[src/hw/sdtc_pkg.sv]
package sdtc_pkg;

  localparam logic [7:0] OFF_TIMING   = 8'h50;
  localparam logic [7:0] OFF_ROWPOP   = 8'h52;
  localparam logic [7:0] OFF_UPPERPOP = 8'h54;
  localparam logic [7:0] OFF_HOLE     = 8'h58;
  localparam logic [7:0] OFF_MGMT_CTL = 8'h70;

  localparam logic [7:0] RST_TIMING   = 8'h00;
  localparam logic [7:0] RST_ROWPOP   = 8'h00;
  localparam logic [7:0] RST_UPPERPOP = 8'h00;
  localparam logic [7:0] RST_HOLE     = 8'h00;
  localparam logic [7:0] RST_MGMT_CTL = 8'h00;

  localparam int BIT_LAT    = 2;
  localparam int BIT_ACT    = 1;
  localparam int BIT_PRE    = 0;
  localparam int BIT_HOLE   = 7;
  localparam int BIT_LOCK   = 4;

  localparam logic [7:0] MASK_TIMING   = 8'h07;
  localparam logic [7:0] MASK_UPPERPOP = 8'h0f;
  localparam logic [7:0] MASK_HOLE     = 8'h80;
  localparam logic [7:0] MASK_MGMT_CTL = 8'h10;

  localparam logic [2:0] CYC_SLOW = 3'h3;
  localparam logic [2:0] CYC_FAST = 3'h2;

  localparam logic [28:0] HOLE_BASE = 29'h00f00000;
  localparam logic [28:0] HOLE_TOP  = 29'h01000000;
  localparam logic [29:0] MEM_LIMIT = 30'h20000000;

  typedef struct packed {
    logic       wr;
    logic       rd;
    logic [7:0] addr;
    logic [7:0] wdata;
  } sdtc_cfg_t;

  typedef struct packed {
    logic [2:0] read_latency;
    logic [2:0] act_to_cmd;
    logic [2:0] precharge;
  } sdtc_timing_t;

  typedef enum logic [1:0] {
    SDTC_SRC_HOST = 2'b00,
    SDTC_SRC_HUB  = 2'b01,
    SDTC_SRC_PCI  = 2'b10
  } sdtc_src_t;

endpackage

[src/hw/sdtc_timer.sv]
`timescale 1ns/100ps
module sdtc_timer (
  input  wire logic       clk_sys,
  input  wire logic       reset_n,
  input  wire logic       start,
  input  wire logic [2:0] count,
  output logic            done
);
  logic [2:0] cnt_r;

  // Pulses done exactly count - 1 clocks after start
  always_ff @(posedge clk_sys or negedge reset_n) begin
    if (!reset_n) begin
      cnt_r <= 3'h0;
      done  <= 1'b0;
    end else begin
      done <= 1'b0;
      if (start) begin
        cnt_r <= count - 3'h1;
      end else if (cnt_r != 3'h0) begin
        cnt_r <= cnt_r - 3'h1;
        done  <= (cnt_r == 3'h1);
      end
    end
  end
endmodule

[src/hw/sdtc_decode.sv]
`timescale 1ns/100ps
module sdtc_decode (
  input  wire logic                clk_sys,
  input  wire logic                reset_n,
  input  wire logic                cyc_valid,
  input  wire sdtc_pkg::sdtc_src_t cyc_src,
  input  wire logic [31:0]         cyc_addr,
  input  wire logic                hole_en,
  input  wire logic [29:0]         mem_top,
  output logic                     to_dram,
  output logic                     to_hub,
  output logic                     claim
);
  logic in_hole;
  logic in_mem;

  assign in_hole = hole_en && cyc_addr[31:24] == 8'h00
                   && cyc_addr[28:0] >= sdtc_pkg::HOLE_BASE
                   && cyc_addr[28:0] < sdtc_pkg::HOLE_TOP;
  assign in_mem  = cyc_addr[31:30] == 2'b00 && cyc_addr[29:0] < mem_top;

  // Hole memory is not remapped; it is simply unreachable
  always_ff @(posedge clk_sys or negedge reset_n) begin
    if (!reset_n) begin
      to_dram <= 1'b0;
      to_hub  <= 1'b0;
      claim   <= 1'b0;
    end else begin
      to_dram <= cyc_valid && in_mem && !in_hole;
      if (cyc_src == sdtc_pkg::SDTC_SRC_HOST) begin
        to_hub <= cyc_valid && (in_hole || !in_mem);
        claim  <= cyc_valid;
      end else begin
        to_hub <= 1'b0;
        claim  <= cyc_valid && in_mem && !in_hole;
      end
    end
  end
endmodule

[src/hw/sdtc_top.sv]
`timescale 1ns/100ps
module sdtc_top (
  input  wire logic                clk_sys,
  input  wire logic                reset_n,
  input  wire sdtc_pkg::sdtc_cfg_t cfg,
  output logic [7:0]               cfg_rdata,
  input  wire logic                act_cmd,
  input  wire logic                rd_cmd,
  input  wire logic                pre_cmd,
  output logic                     cmd_ok,
  output logic                     rdata_sample,
  output logic                     pre_done,
  output sdtc_pkg::sdtc_timing_t   timing,
  input  wire logic                cyc_valid,
  input  wire sdtc_pkg::sdtc_src_t cyc_src,
  input  wire logic [31:0]         cyc_addr,
  output logic                     to_dram,
  output logic                     to_hub,
  output logic                     claim,
  output logic [29:0]              mem_top
);
  logic [7:0]  timing_r;
  logic [7:0]  rowpop_r;
  logic [7:0]  upperpop_r;
  logic [7:0]  hole_r;
  logic [7:0]  mgmt_ctl_r;
  logic [7:0]  rdata_nxt;
  logic [2:0]  lat_cyc;
  logic [2:0]  act_cyc;
  logic [2:0]  pre_cyc;
  logic        act_done;
  logic        pre_done_w;
  logic        rd_done;
  logic        act_busy_r;
  logic [30:0] size_sum;
  logic        locked;

  function automatic logic [2:0] sel_cyc(input logic fast);
    sel_cyc = fast ? sdtc_pkg::CYC_FAST : sdtc_pkg::CYC_SLOW;
  endfunction

  // Population field to bytes, 64 MB units per side
  function automatic logic [30:0] side_bytes(input logic [1:0] code);
    side_bytes = {5'h00, code, 24'h000000} << 2;
  endfunction

  function automatic logic wr_hit(input sdtc_pkg::sdtc_cfg_t c, input logic [7:0] off);
    wr_hit = c.wr && c.addr == off;
  endfunction

  assign locked = mgmt_ctl_r[sdtc_pkg::BIT_LOCK];

  always_ff @(posedge clk_sys or negedge reset_n) begin
    if (!reset_n) begin
      timing_r <= sdtc_pkg::RST_TIMING;
    end else if (wr_hit(cfg, sdtc_pkg::OFF_TIMING)) begin
      timing_r <= cfg.wdata & sdtc_pkg::MASK_TIMING;
    end
  end

  always_ff @(posedge clk_sys or negedge reset_n) begin
    if (!reset_n) begin
      rowpop_r <= sdtc_pkg::RST_ROWPOP;
    end else if (wr_hit(cfg, sdtc_pkg::OFF_ROWPOP) && !locked) begin
      rowpop_r <= cfg.wdata;
    end
  end

  always_ff @(posedge clk_sys or negedge reset_n) begin
    if (!reset_n) begin
      upperpop_r <= sdtc_pkg::RST_UPPERPOP;
    end else if (wr_hit(cfg, sdtc_pkg::OFF_UPPERPOP) && !locked) begin
      upperpop_r <= cfg.wdata & sdtc_pkg::MASK_UPPERPOP;
    end
  end

  always_ff @(posedge clk_sys or negedge reset_n) begin
    if (!reset_n) begin
      hole_r <= sdtc_pkg::RST_HOLE;
    end else if (wr_hit(cfg, sdtc_pkg::OFF_HOLE)) begin
      hole_r <= cfg.wdata & sdtc_pkg::MASK_HOLE;
    end
  end

  // Lock bit is write-once until reset
  always_ff @(posedge clk_sys or negedge reset_n) begin
    if (!reset_n) begin
      mgmt_ctl_r <= sdtc_pkg::RST_MGMT_CTL;
    end else if (wr_hit(cfg, sdtc_pkg::OFF_MGMT_CTL)) begin
      mgmt_ctl_r <= mgmt_ctl_r | (cfg.wdata & sdtc_pkg::MASK_MGMT_CTL);
    end
  end

  always_comb begin
    unique case (cfg.addr)
      sdtc_pkg::OFF_TIMING:   rdata_nxt = timing_r;
      sdtc_pkg::OFF_ROWPOP:   rdata_nxt = rowpop_r;
      sdtc_pkg::OFF_UPPERPOP: rdata_nxt = upperpop_r;
      sdtc_pkg::OFF_HOLE:     rdata_nxt = hole_r;
      sdtc_pkg::OFF_MGMT_CTL: rdata_nxt = mgmt_ctl_r;
      default:                rdata_nxt = 8'h00;
    endcase
  end

  always_ff @(posedge clk_sys or negedge reset_n) begin
    if (!reset_n) begin
      cfg_rdata <= 8'h00;
    end else if (cfg.rd) begin
      cfg_rdata <= rdata_nxt;
    end
  end

  assign lat_cyc = sel_cyc(timing_r[sdtc_pkg::BIT_LAT]);
  assign act_cyc = sel_cyc(timing_r[sdtc_pkg::BIT_ACT]);
  assign pre_cyc = sel_cyc(timing_r[sdtc_pkg::BIT_PRE]);

  always_ff @(posedge clk_sys or negedge reset_n) begin
    if (!reset_n) begin
      timing <= '0;
    end else begin
      timing <= '{read_latency: lat_cyc, act_to_cmd: act_cyc, precharge: pre_cyc};
    end
  end

  sdtc_timer u_lat (
    .clk_sys (clk_sys),
    .reset_n (reset_n),
    .start   (rd_cmd),
    .count   (lat_cyc),
    .done    (rd_done)
  );

  sdtc_timer u_act (
    .clk_sys (clk_sys),
    .reset_n (reset_n),
    .start   (act_cmd),
    .count   (act_cyc),
    .done    (act_done)
  );

  sdtc_timer u_pre (
    .clk_sys (clk_sys),
    .reset_n (reset_n),
    .start   (pre_cmd),
    .count   (pre_cyc),
    .done    (pre_done_w)
  );

  always_ff @(posedge clk_sys or negedge reset_n) begin
    if (!reset_n) begin
      act_busy_r <= 1'b0;
    end else if (act_cmd) begin
      act_busy_r <= 1'b1;
    end else if (act_done) begin
      act_busy_r <= 1'b0;
    end
  end

  // Strobes out one clock after the internal done, counts include this flop
  always_ff @(posedge clk_sys or negedge reset_n) begin
    if (!reset_n) begin
      cmd_ok       <= 1'b1;
      rdata_sample <= 1'b0;
      pre_done     <= 1'b0;
    end else begin
      cmd_ok       <= !(act_cmd || (act_busy_r && !act_done));
      rdata_sample <= rd_done;
      pre_done     <= pre_done_w;
    end
  end

  // Four 64-bit rows: two sides each of two DIMMs
  assign size_sum = side_bytes(rowpop_r[1:0]) + side_bytes(rowpop_r[5:4])
                  + side_bytes(upperpop_r[1:0]) + side_bytes(upperpop_r[3:2]);

  always_ff @(posedge clk_sys or negedge reset_n) begin
    if (!reset_n) begin
      mem_top <= 30'h00000000;
    end else if (size_sum > {1'b0, sdtc_pkg::MEM_LIMIT}) begin
      mem_top <= sdtc_pkg::MEM_LIMIT;
    end else begin
      mem_top <= size_sum[29:0];
    end
  end

  sdtc_decode u_dec (
    .clk_sys   (clk_sys),
    .reset_n   (reset_n),
    .cyc_valid (cyc_valid),
    .cyc_src   (cyc_src),
    .cyc_addr  (cyc_addr),
    .hole_en   (hole_r[sdtc_pkg::BIT_HOLE]),
    .mem_top   (mem_top),
    .to_dram   (to_dram),
    .to_hub    (to_hub),
    .claim     (claim)
  );

  AST_LOCK_HOLDS: assert property (@(posedge clk_sys) disable iff (!reset_n)
    locked |=> $stable(upperpop_r)) else $error("population changed while locked");

  AST_POP_RSVD: assert property (@(posedge clk_sys) disable iff (!reset_n)
    upperpop_r[7:4] == 4'h0) else $error("population reserved bits set");

  AST_HOLE_RSVD: assert property (@(posedge clk_sys) disable iff (!reset_n)
    hole_r[6:0] == 7'h00) else $error("hole reserved bits set");

  AST_MEM_LIMIT: assert property (@(posedge clk_sys) disable iff (!reset_n)
    mem_top <= sdtc_pkg::MEM_LIMIT) else $error("memory top above limit");

  AST_LAT_SLOW: assert property (@(posedge clk_sys) disable iff (!reset_n)
    rd_cmd && !timing_r[sdtc_pkg::BIT_LAT] ##1 !rd_cmd [*3] |=> rdata_sample)
    else $error("slow read latency wrong");

  AST_PRE_FAST: assert property (@(posedge clk_sys) disable iff (!reset_n)
    pre_cmd && timing_r[sdtc_pkg::BIT_PRE] ##1 !pre_cmd [*2] |=> pre_done)
    else $error("fast precharge wrong");

  AST_ACT_BLOCK: assert property (@(posedge clk_sys) disable iff (!reset_n)
    act_cmd |=> !cmd_ok) else $error("command allowed right after activate");

  AST_HOLE_HUB: assert property (@(posedge clk_sys) disable iff (!reset_n)
    cyc_valid && cyc_src != sdtc_pkg::SDTC_SRC_HOST && hole_r[7]
    && cyc_addr[31:20] == 12'h00f |=> !claim) else $error("hole cycle claimed");

  AST_HOLE_HOST: assert property (@(posedge clk_sys) disable iff (!reset_n)
    cyc_valid && cyc_src == sdtc_pkg::SDTC_SRC_HOST && hole_r[7]
    && cyc_addr[31:20] == 12'h00f |=> to_hub && !to_dram) else $error("hole not forwarded");

  AST_LAT_FAST: assert property (@(posedge clk_sys) disable iff (!reset_n)
    rd_cmd && timing_r[sdtc_pkg::BIT_LAT] ##1 !rd_cmd [*2] |=> rdata_sample)
    else $error("fast read latency wrong");

  AST_PRE_SLOW: assert property (@(posedge clk_sys) disable iff (!reset_n)
    pre_cmd && !timing_r[sdtc_pkg::BIT_PRE] ##1 !pre_cmd [*3] |=> pre_done)
    else $error("slow precharge wrong");

  AST_ACT_SLOW_HOLD: assert property (@(posedge clk_sys) disable iff (!reset_n)
    act_cmd && !timing_r[sdtc_pkg::BIT_ACT] |=> !cmd_ok [*3])
    else $error("slow activate delay too short");

  AST_ACT_SLOW_OK: assert property (@(posedge clk_sys) disable iff (!reset_n)
    act_cmd && !timing_r[sdtc_pkg::BIT_ACT] ##1 !act_cmd [*3] |=> cmd_ok)
    else $error("slow activate delay too long");

  AST_ACT_FAST_OK: assert property (@(posedge clk_sys) disable iff (!reset_n)
    act_cmd && timing_r[sdtc_pkg::BIT_ACT] ##1 !act_cmd [*2] |=> cmd_ok)
    else $error("fast activate delay wrong");

  AST_RD_PULSE: assert property (@(posedge clk_sys) disable iff (!reset_n)
    rdata_sample |=> !rdata_sample)
    else $error("read sample strobe too long");

  AST_PRE_PULSE: assert property (@(posedge clk_sys) disable iff (!reset_n)
    pre_done |=> !pre_done)
    else $error("precharge strobe too long");

  AST_LOCK_STICKY: assert property (@(posedge clk_sys) disable iff (!reset_n)
    locked |=> locked)
    else $error("lock bit cleared");

  AST_HOLE_OFF_DRAM: assert property (@(posedge clk_sys) disable iff (!reset_n)
    cyc_valid && !hole_r[sdtc_pkg::BIT_HOLE] && cyc_addr[31:20] == 12'h00f
    && cyc_addr[29:0] < mem_top |=> to_dram) else $error("closed hole range not sent to dram");

  AST_HOLE_NO_DRAM: assert property (@(posedge clk_sys) disable iff (!reset_n)
    cyc_valid && hole_r[sdtc_pkg::BIT_HOLE] && cyc_addr[31:20] == 12'h00f |=> !to_dram)
    else $error("hole cycle reached dram");

  AST_HOST_CLAIM: assert property (@(posedge clk_sys) disable iff (!reset_n)
    cyc_valid && cyc_src == sdtc_pkg::SDTC_SRC_HOST |=> claim)
    else $error("host cycle not claimed");

  AST_IDLE_QUIET: assert property (@(posedge clk_sys) disable iff (!reset_n)
    !cyc_valid |=> !claim && !to_hub && !to_dram)
    else $error("routing output without a cycle");

  AST_HUB_NO_FWD: assert property (@(posedge clk_sys) disable iff (!reset_n)
    cyc_valid && cyc_src != sdtc_pkg::SDTC_SRC_HOST |=> !to_hub)
    else $error("hub or pci cycle forwarded");

  AST_MEM_CAP: assert property (@(posedge clk_sys) disable iff (!reset_n)
    rowpop_r[1:0] == 2'h3 && rowpop_r[5:4] == 2'h3 && upperpop_r[3:2] == 2'h3
    |=> mem_top == sdtc_pkg::MEM_LIMIT) else $error("memory top not capped");
endmodule

[config.mk]
export PLATFORM = sky130hd
export DESIGN_NAME = sdtc_top
export DESIGN_NICKNAME = d
export VERILOG_FILES = /design/src/hw/sdtc_pkg.sv /design/src/hw/sdtc_timer.sv /design/src/hw/sdtc_decode.sv /design/src/hw/sdtc_top.sv
export SDC_FILE = /design/constraint.sdc
export NUM_CORES = 1
export LEC_CHECK = 0
export ABC_AREA = 1
export BUFFER_PORTS_ARGS = -buffer_cell sky130_fd_sc_hd__buf_4
export CORE_MARGIN = 2
export CORE_UTILIZATION = 53
export DETAILED_ROUTE_END_ITERATION = 10
export HOLD_SLACK_MARGIN = 0.06
export PLACE_DENSITY = 0.86
export SLEW_MARGIN = 5
export SYNTH_ARGS = -nofsm -noshare
export SYNTH_HDL_FRONTEND = slang
export SYNTH_SLANG_ARGS = --single-unit
[constraint.sdc]
create_clock -name clk_sys -period 5.6 [get_ports clk_sys]
set_clock_uncertainty 0.15 [all_clocks]
set_input_delay 0.84 -clock clk_sys [delete_from_list [all_inputs] [get_ports clk_sys]]
set_output_delay 0.84 -clock clk_sys [all_outputs]
set_load 0.02 [all_outputs]
==> impl_metrics.xml <==
<?xml version="1.0" encoding="UTF-8"?>
<metrics>
  <group name="timing">
    <metric name="final_cycle_utilization_of_the_critical_path" unit="%">47.8</metric>
    <metric name="hold_violations" unit="">0</metric>
    <metric name="period_needed" unit="ns">2.68</metric>
    <metric name="setup_total_negative_slack" unit="ns">0</metric>
    <metric name="fmax" unit="MHz">374</metric>
    <metric name="timing_max_transition_violations_final" unit="">0</metric>
    <metric name="worst_slack" unit="ns">2.92</metric>
    <metric name="setup_viol" unit="">0</metric>
    <metric name="rsz0062_at_grt" unit="">no</metric>
    <metric name="max_slew_margin" unit="%">56.9</metric>
    <metric name="worstMarginPinSlew" unit="ns">0.647</metric>
  </group>
  <group name="logic_synthesis">
    <metric name="synth_sequential_area_ratio" unit="%">45.5</metric>
    <metric name="synth_compound_area_share" unit="%">5.99</metric>
    <metric name="synth.top_cells.by_area" unit="">sky130_fd_sc_hd__dfrtp_1 45%, sky130_fd_sc_hd__nand2_1 10%, sky130_fd_sc_hd__buf_4 8.1%</metric>
    <metric name="yosys.cell_types.count" unit="">35</metric>
    <metric name="synthSimpleGateAreaFrac" unit="%">22.0</metric>
    <metric name="synth.ff_latch_count" unit="">52</metric>
    <metric name="synth_adder_area_share" unit="%">9.36</metric>
    <metric name="share_of_the_synthesized_netlist_area_taken_by_xor_and_xnor_gates" unit="%">0.612</metric>
    <metric name="yosys.area.top_type" unit="">sky130_fd_sc_hd__dfrtp_1</metric>
    <metric name="synth_cells" unit="">321</metric>
    <metric name="post_synth_instance_area" unit="µm²">2860</metric>
    <metric name="combinational_family_with_the_most_area_after_synthesis" unit="">simple AND/OR/NAND/NOR gates</metric>
    <metric name="synthMuxAreaShare" unit="%">0</metric>
    <metric name="synth_top_area_share" unit="%">44.6</metric>
    <metric name="number_of_warnings_issued_by_yosys" unit="">0</metric>
    <metric name="syn_area_per_cell" unit="µm²">8.91</metric>
  </group>
  <group name="detailed_routing">
    <metric name="via_to_cell_ratio" unit="">4.60</metric>
    <metric name="drc" unit="">0</metric>
    <metric name="detail_route.first_pass.iterations" unit="">4</metric>
    <metric name="num_vias" unit="">2089</metric>
    <metric name="drt_wl_total" unit="mm">5.10</metric>
    <metric name="wl_per_cell" unit="µm">11.2</metric>
    <metric name="routed_antenna_nets" unit="">0</metric>
    <metric name="drt-initial-drc-count" unit="">128</metric>
  </group>
  <group name="die">
    <metric name="std_cell_rows" unit="">26</metric>
    <metric name="design.die.area" unit="µm²">6000</metric>
    <metric name="die-width" unit="µm">77.5</metric>
    <metric name="num_io_pins" unit="">111</metric>
    <metric name="floorplan.core_area" unit="µm²">5170</metric>
    <metric name="die_height" unit="µm">77.5</metric>
    <metric name="floorplan.initialDensity" unit="%">55.3</metric>
  </group>
  <group name="power">
    <metric name="static-leakage-power" unit="µW">0.00187</metric>
    <metric name="netSwitchingPower" unit="µW">268</metric>
    <metric name="p_int" unit="µW">577</metric>
    <metric name="vdd_drop_max" unit="mV">0.186</metric>
    <metric name="power.share.combinational" unit="%">22.8</metric>
    <metric name="sw_frac_of_total" unit="%">31.7</metric>
    <metric name="power-per-cell-area" unit="nW/µm²">253</metric>
    <metric name="clockPowerShare" unit="%">26.1</metric>
    <metric name="power.share.sequential" unit="%">51.1</metric>
  </group>
  <group name="global_route">
    <metric name="global_route_congestion_overflow_total" unit="">0</metric>
    <metric name="antenna_violations_before_repair" unit="">0</metric>
    <metric name="first_global_vias" unit="">2028</metric>
    <metric name="grt.total_usage" unit="%">18.3</metric>
    <metric name="grt_first_pass_wirelength" unit="mm">8.77</metric>
    <metric name="grt_max_degree" unit="">53</metric>
  </group>
  <group name="worst_setup_path">
    <metric name="critPathArrivalTime" unit="ns">2.77</metric>
    <metric name="crit_path_start_kind" unit="">flip-flop</metric>
    <metric name="setup.reg_to_reg.worst_slack" unit="ns">2.92</metric>
    <metric name="critical_path.reg2reg.endpoint" unit="">mem_top[28]</metric>
    <metric name="setup.worst_path.class" unit="">reg -&gt; reg</metric>
    <metric name="r2r.worst_path.cells" unit="">9</metric>
    <metric name="critical_path.endpoint_type" unit="">flip-flop</metric>
    <metric name="required" unit="ns">5.69</metric>
    <metric name="worst-path-max-fanout" unit="">3</metric>
    <metric name="r2r_start" unit="">rowpop_r[4]</metric>
  </group>
  <group name="hold_path">
    <metric name="timing.hold.worst_endpoint" unit="">rdata_sample</metric>
    <metric name="hold_path_depth" unit="">0</metric>
    <metric name="worstHoldStart" unit="">u_lat.done</metric>
    <metric name="type_of_the_most_critical_hold_path" unit="">reg -&gt; reg</metric>
  </group>
  <group name="cts">
    <metric name="numClockSinks" unit="">52</metric>
    <metric name="numCtsBuffers" unit="">5</metric>
    <metric name="cts.root.buffer_cell" unit="">sky130_fd_sc_hd__clkbuf_8</metric>
    <metric name="clockBufferDepth" unit="">2</metric>
    <metric name="cts_hold_buffers" unit="">0</metric>
    <metric name="tritoncts_clock_tree" unit="">done</metric>
    <metric name="path_clk_slew" unit="ns">0.10</metric>
    <metric name="ctsResizeCount" unit="">0</metric>
    <metric name="insertion_delay" unit="ns">0.31</metric>
    <metric name="post_cts.repair.setup_buffers" unit="">0</metric>
    <metric name="clock_tree.htree_level_count" unit="">2</metric>
  </group>
  <group name="final_layout">
    <metric name="design_area" unit="µm²">3340</metric>
    <metric name="layout_commonest_cell" unit="">sky130_fd_sc_hd__nand2_1</metric>
    <metric name="diodes" unit="">0</metric>
    <metric name="layout_common_cells" unit="">78 x sky130_fd_sc_hd__nand2_1, 61 x sky130_fd_sc_hd__buf_4, 51 x sky130_fd_sc_hd__dfrtp_1</metric>
    <metric name="flow.area_growth_from_synthesis" unit="%">16.8</metric>
    <metric name="final_nets" unit="">460</metric>
    <metric name="post_route_cells_drive_above_1_share" unit="%">23.7</metric>
    <metric name="layout.filler_cells" unit="">420</metric>
  </group>
  <group name="placed_design">
    <metric name="place.port_buffers" unit="">61</metric>
    <metric name="place.gp.congestion" unit="">0.823</metric>
    <metric name="post-dp-hpwl" unit="mm">3.91</metric>
    <metric name="preCtsSetupSlack" unit="ns">2.96</metric>
    <metric name="placedInstanceArea" unit="µm²">3250</metric>
  </group>
  <group name="outcome">
    <metric name="result_of_the_run" unit="">finished, final reports clean</metric>
  </group>
  <group name="run">
    <metric name="max-cap-violations" unit="">0</metric>
  </group>
</metrics>
==> stage by stage <==
| stage | total power [µW] | util (%) | cells | hold WS (ns) |
|---|---|---|---|---|
| after detailed placement | 634 | 62.8 | 446 | 0.187 |
| final | 845 | 64.6 | 454 | 0.208 |
| after floorplan | 582 | - | 349 | 0.181 |
| after CTS | 856 | 64.6 | 454 | 0.212 |
| after global placement | 619 | 62.8 | 446 | 0.183 |
| after global routing | 902 | 64.6 | 454 | 0.227 |
==> flip-flops by register name, summed over array words and instances, names as in the netlist <==
signal / count
cfg_rdata: 8
rowpop_r: 8
mem_top: 4
timing: 4
upperpop_r: 4
timing_r: 3
u_act.cnt_r: 3
u_lat.cnt_r: 3
u_pre.cnt_r: 3
act_busy_r: 1
cmd_ok: 1
hole_r: 1
mgmt_ctl_r: 1
pre_done: 1
rdata_sample: 1
u_act.done: 1
u_dec.claim: 1
u_dec.to_dram: 1
u_dec.to_hub: 1
u_lat.done: 1
u_pre.done: 1
==> synth_stat cells (all sizes together) <==
cell    count
nand2      84
inv        53
dfrtp      51
buf        34
nand3      22
o21ai      21
ha         15
nor2       14
fa          4
a21oi       3
nand4       3
nor3        3
conb        2
nor3b       2
o211ai      2
xnor2       2
a211oi      1
a22oi       1
a31oi       1
and3b       1
dfstp       1
nor4        1
==> layer usage <==
layer / part of all wire [%] / track usage, %
met2: 52 / 32.3
met1: 40 / 21.5
met4: 1.6 / 6.43
met3: 6.8 / 4.88
met5: 0 / 0
==> worst max-delay path by stage <==
stage                     start          end  slack [ns]  cells past startpoint
global placement    rowpop_r[4]  mem_top[28]        3.01                      9
finish              rowpop_r[4]  mem_top[28]        2.92                      9
CTS                 rowpop_r[4]  mem_top[28]        2.93                      9
floorplan           rowpop_r[0]  mem_top[28]        3.07                      9
global route        rowpop_r[4]  mem_top[28]        2.83                      9
detailed placement  rowpop_r[4]  mem_top[28]        2.96                      9
==> cells by family (layout without fill, tap and decap cells) <==
group	Yosys count	count (layout)
adder cells (fa/ha/maj)	19	19
AO/OA/AOI/OAI	29	29
flip-flops	52	52
AND/OR/NAND/NOR	130	130
XOR/XNOR	2	2
buffers and inverters	87	122
other	2	30
==> area by class of cell <==
| class | instances | area [µm²] | share of cell area [%] |
|---|---|---|---|
| clock inverter | 3 | 26.3 | 0.786 |
| timing repair buffer | 61 | 458 | 13.7 |
| multi-input combinational | 210 | 1200 | 35.9 |
| inverter | 53 | 199 | 5.95 |
| tap | 70 | 87.6 | 2.62 |
| clock buffer | 5 | 68.8 | 2.06 |
| sequential | 52 | 1300 | 39.0 |
==> power by group through the flow <==
stage | sequential (µW) | clock [µW] | combinational [µW]
6_report | 432 | 221 | 193
5_1_grt | 435 | 244 | 222
4_1_cts | 432 | 229 | 195
3_5_place_dp | 440 | 0 | 194
3_3_place_gp | 438 | 0 | 181
2_1_floorplan | 442 | 0 | 140
==> worst max-delay path, stage by stage, from the launching register on <==
cell	delay, ns
sky130_fd_sc_hd__dfrtp_1	0.44
sky130_fd_sc_hd__ha_1	0.22
sky130_fd_sc_hd__fa_1	0.48
sky130_fd_sc_hd__inv_1	0.04
sky130_fd_sc_hd__fa_1	0.47
sky130_fd_sc_hd__inv_1	0.04
sky130_fd_sc_hd__ha_1	0.18
sky130_fd_sc_hd__inv_1	0.07
sky130_fd_sc_hd__fa_1	0.40
sky130_fd_sc_hd__nor2_1	0.11
(Power assumes the default switching activity.)
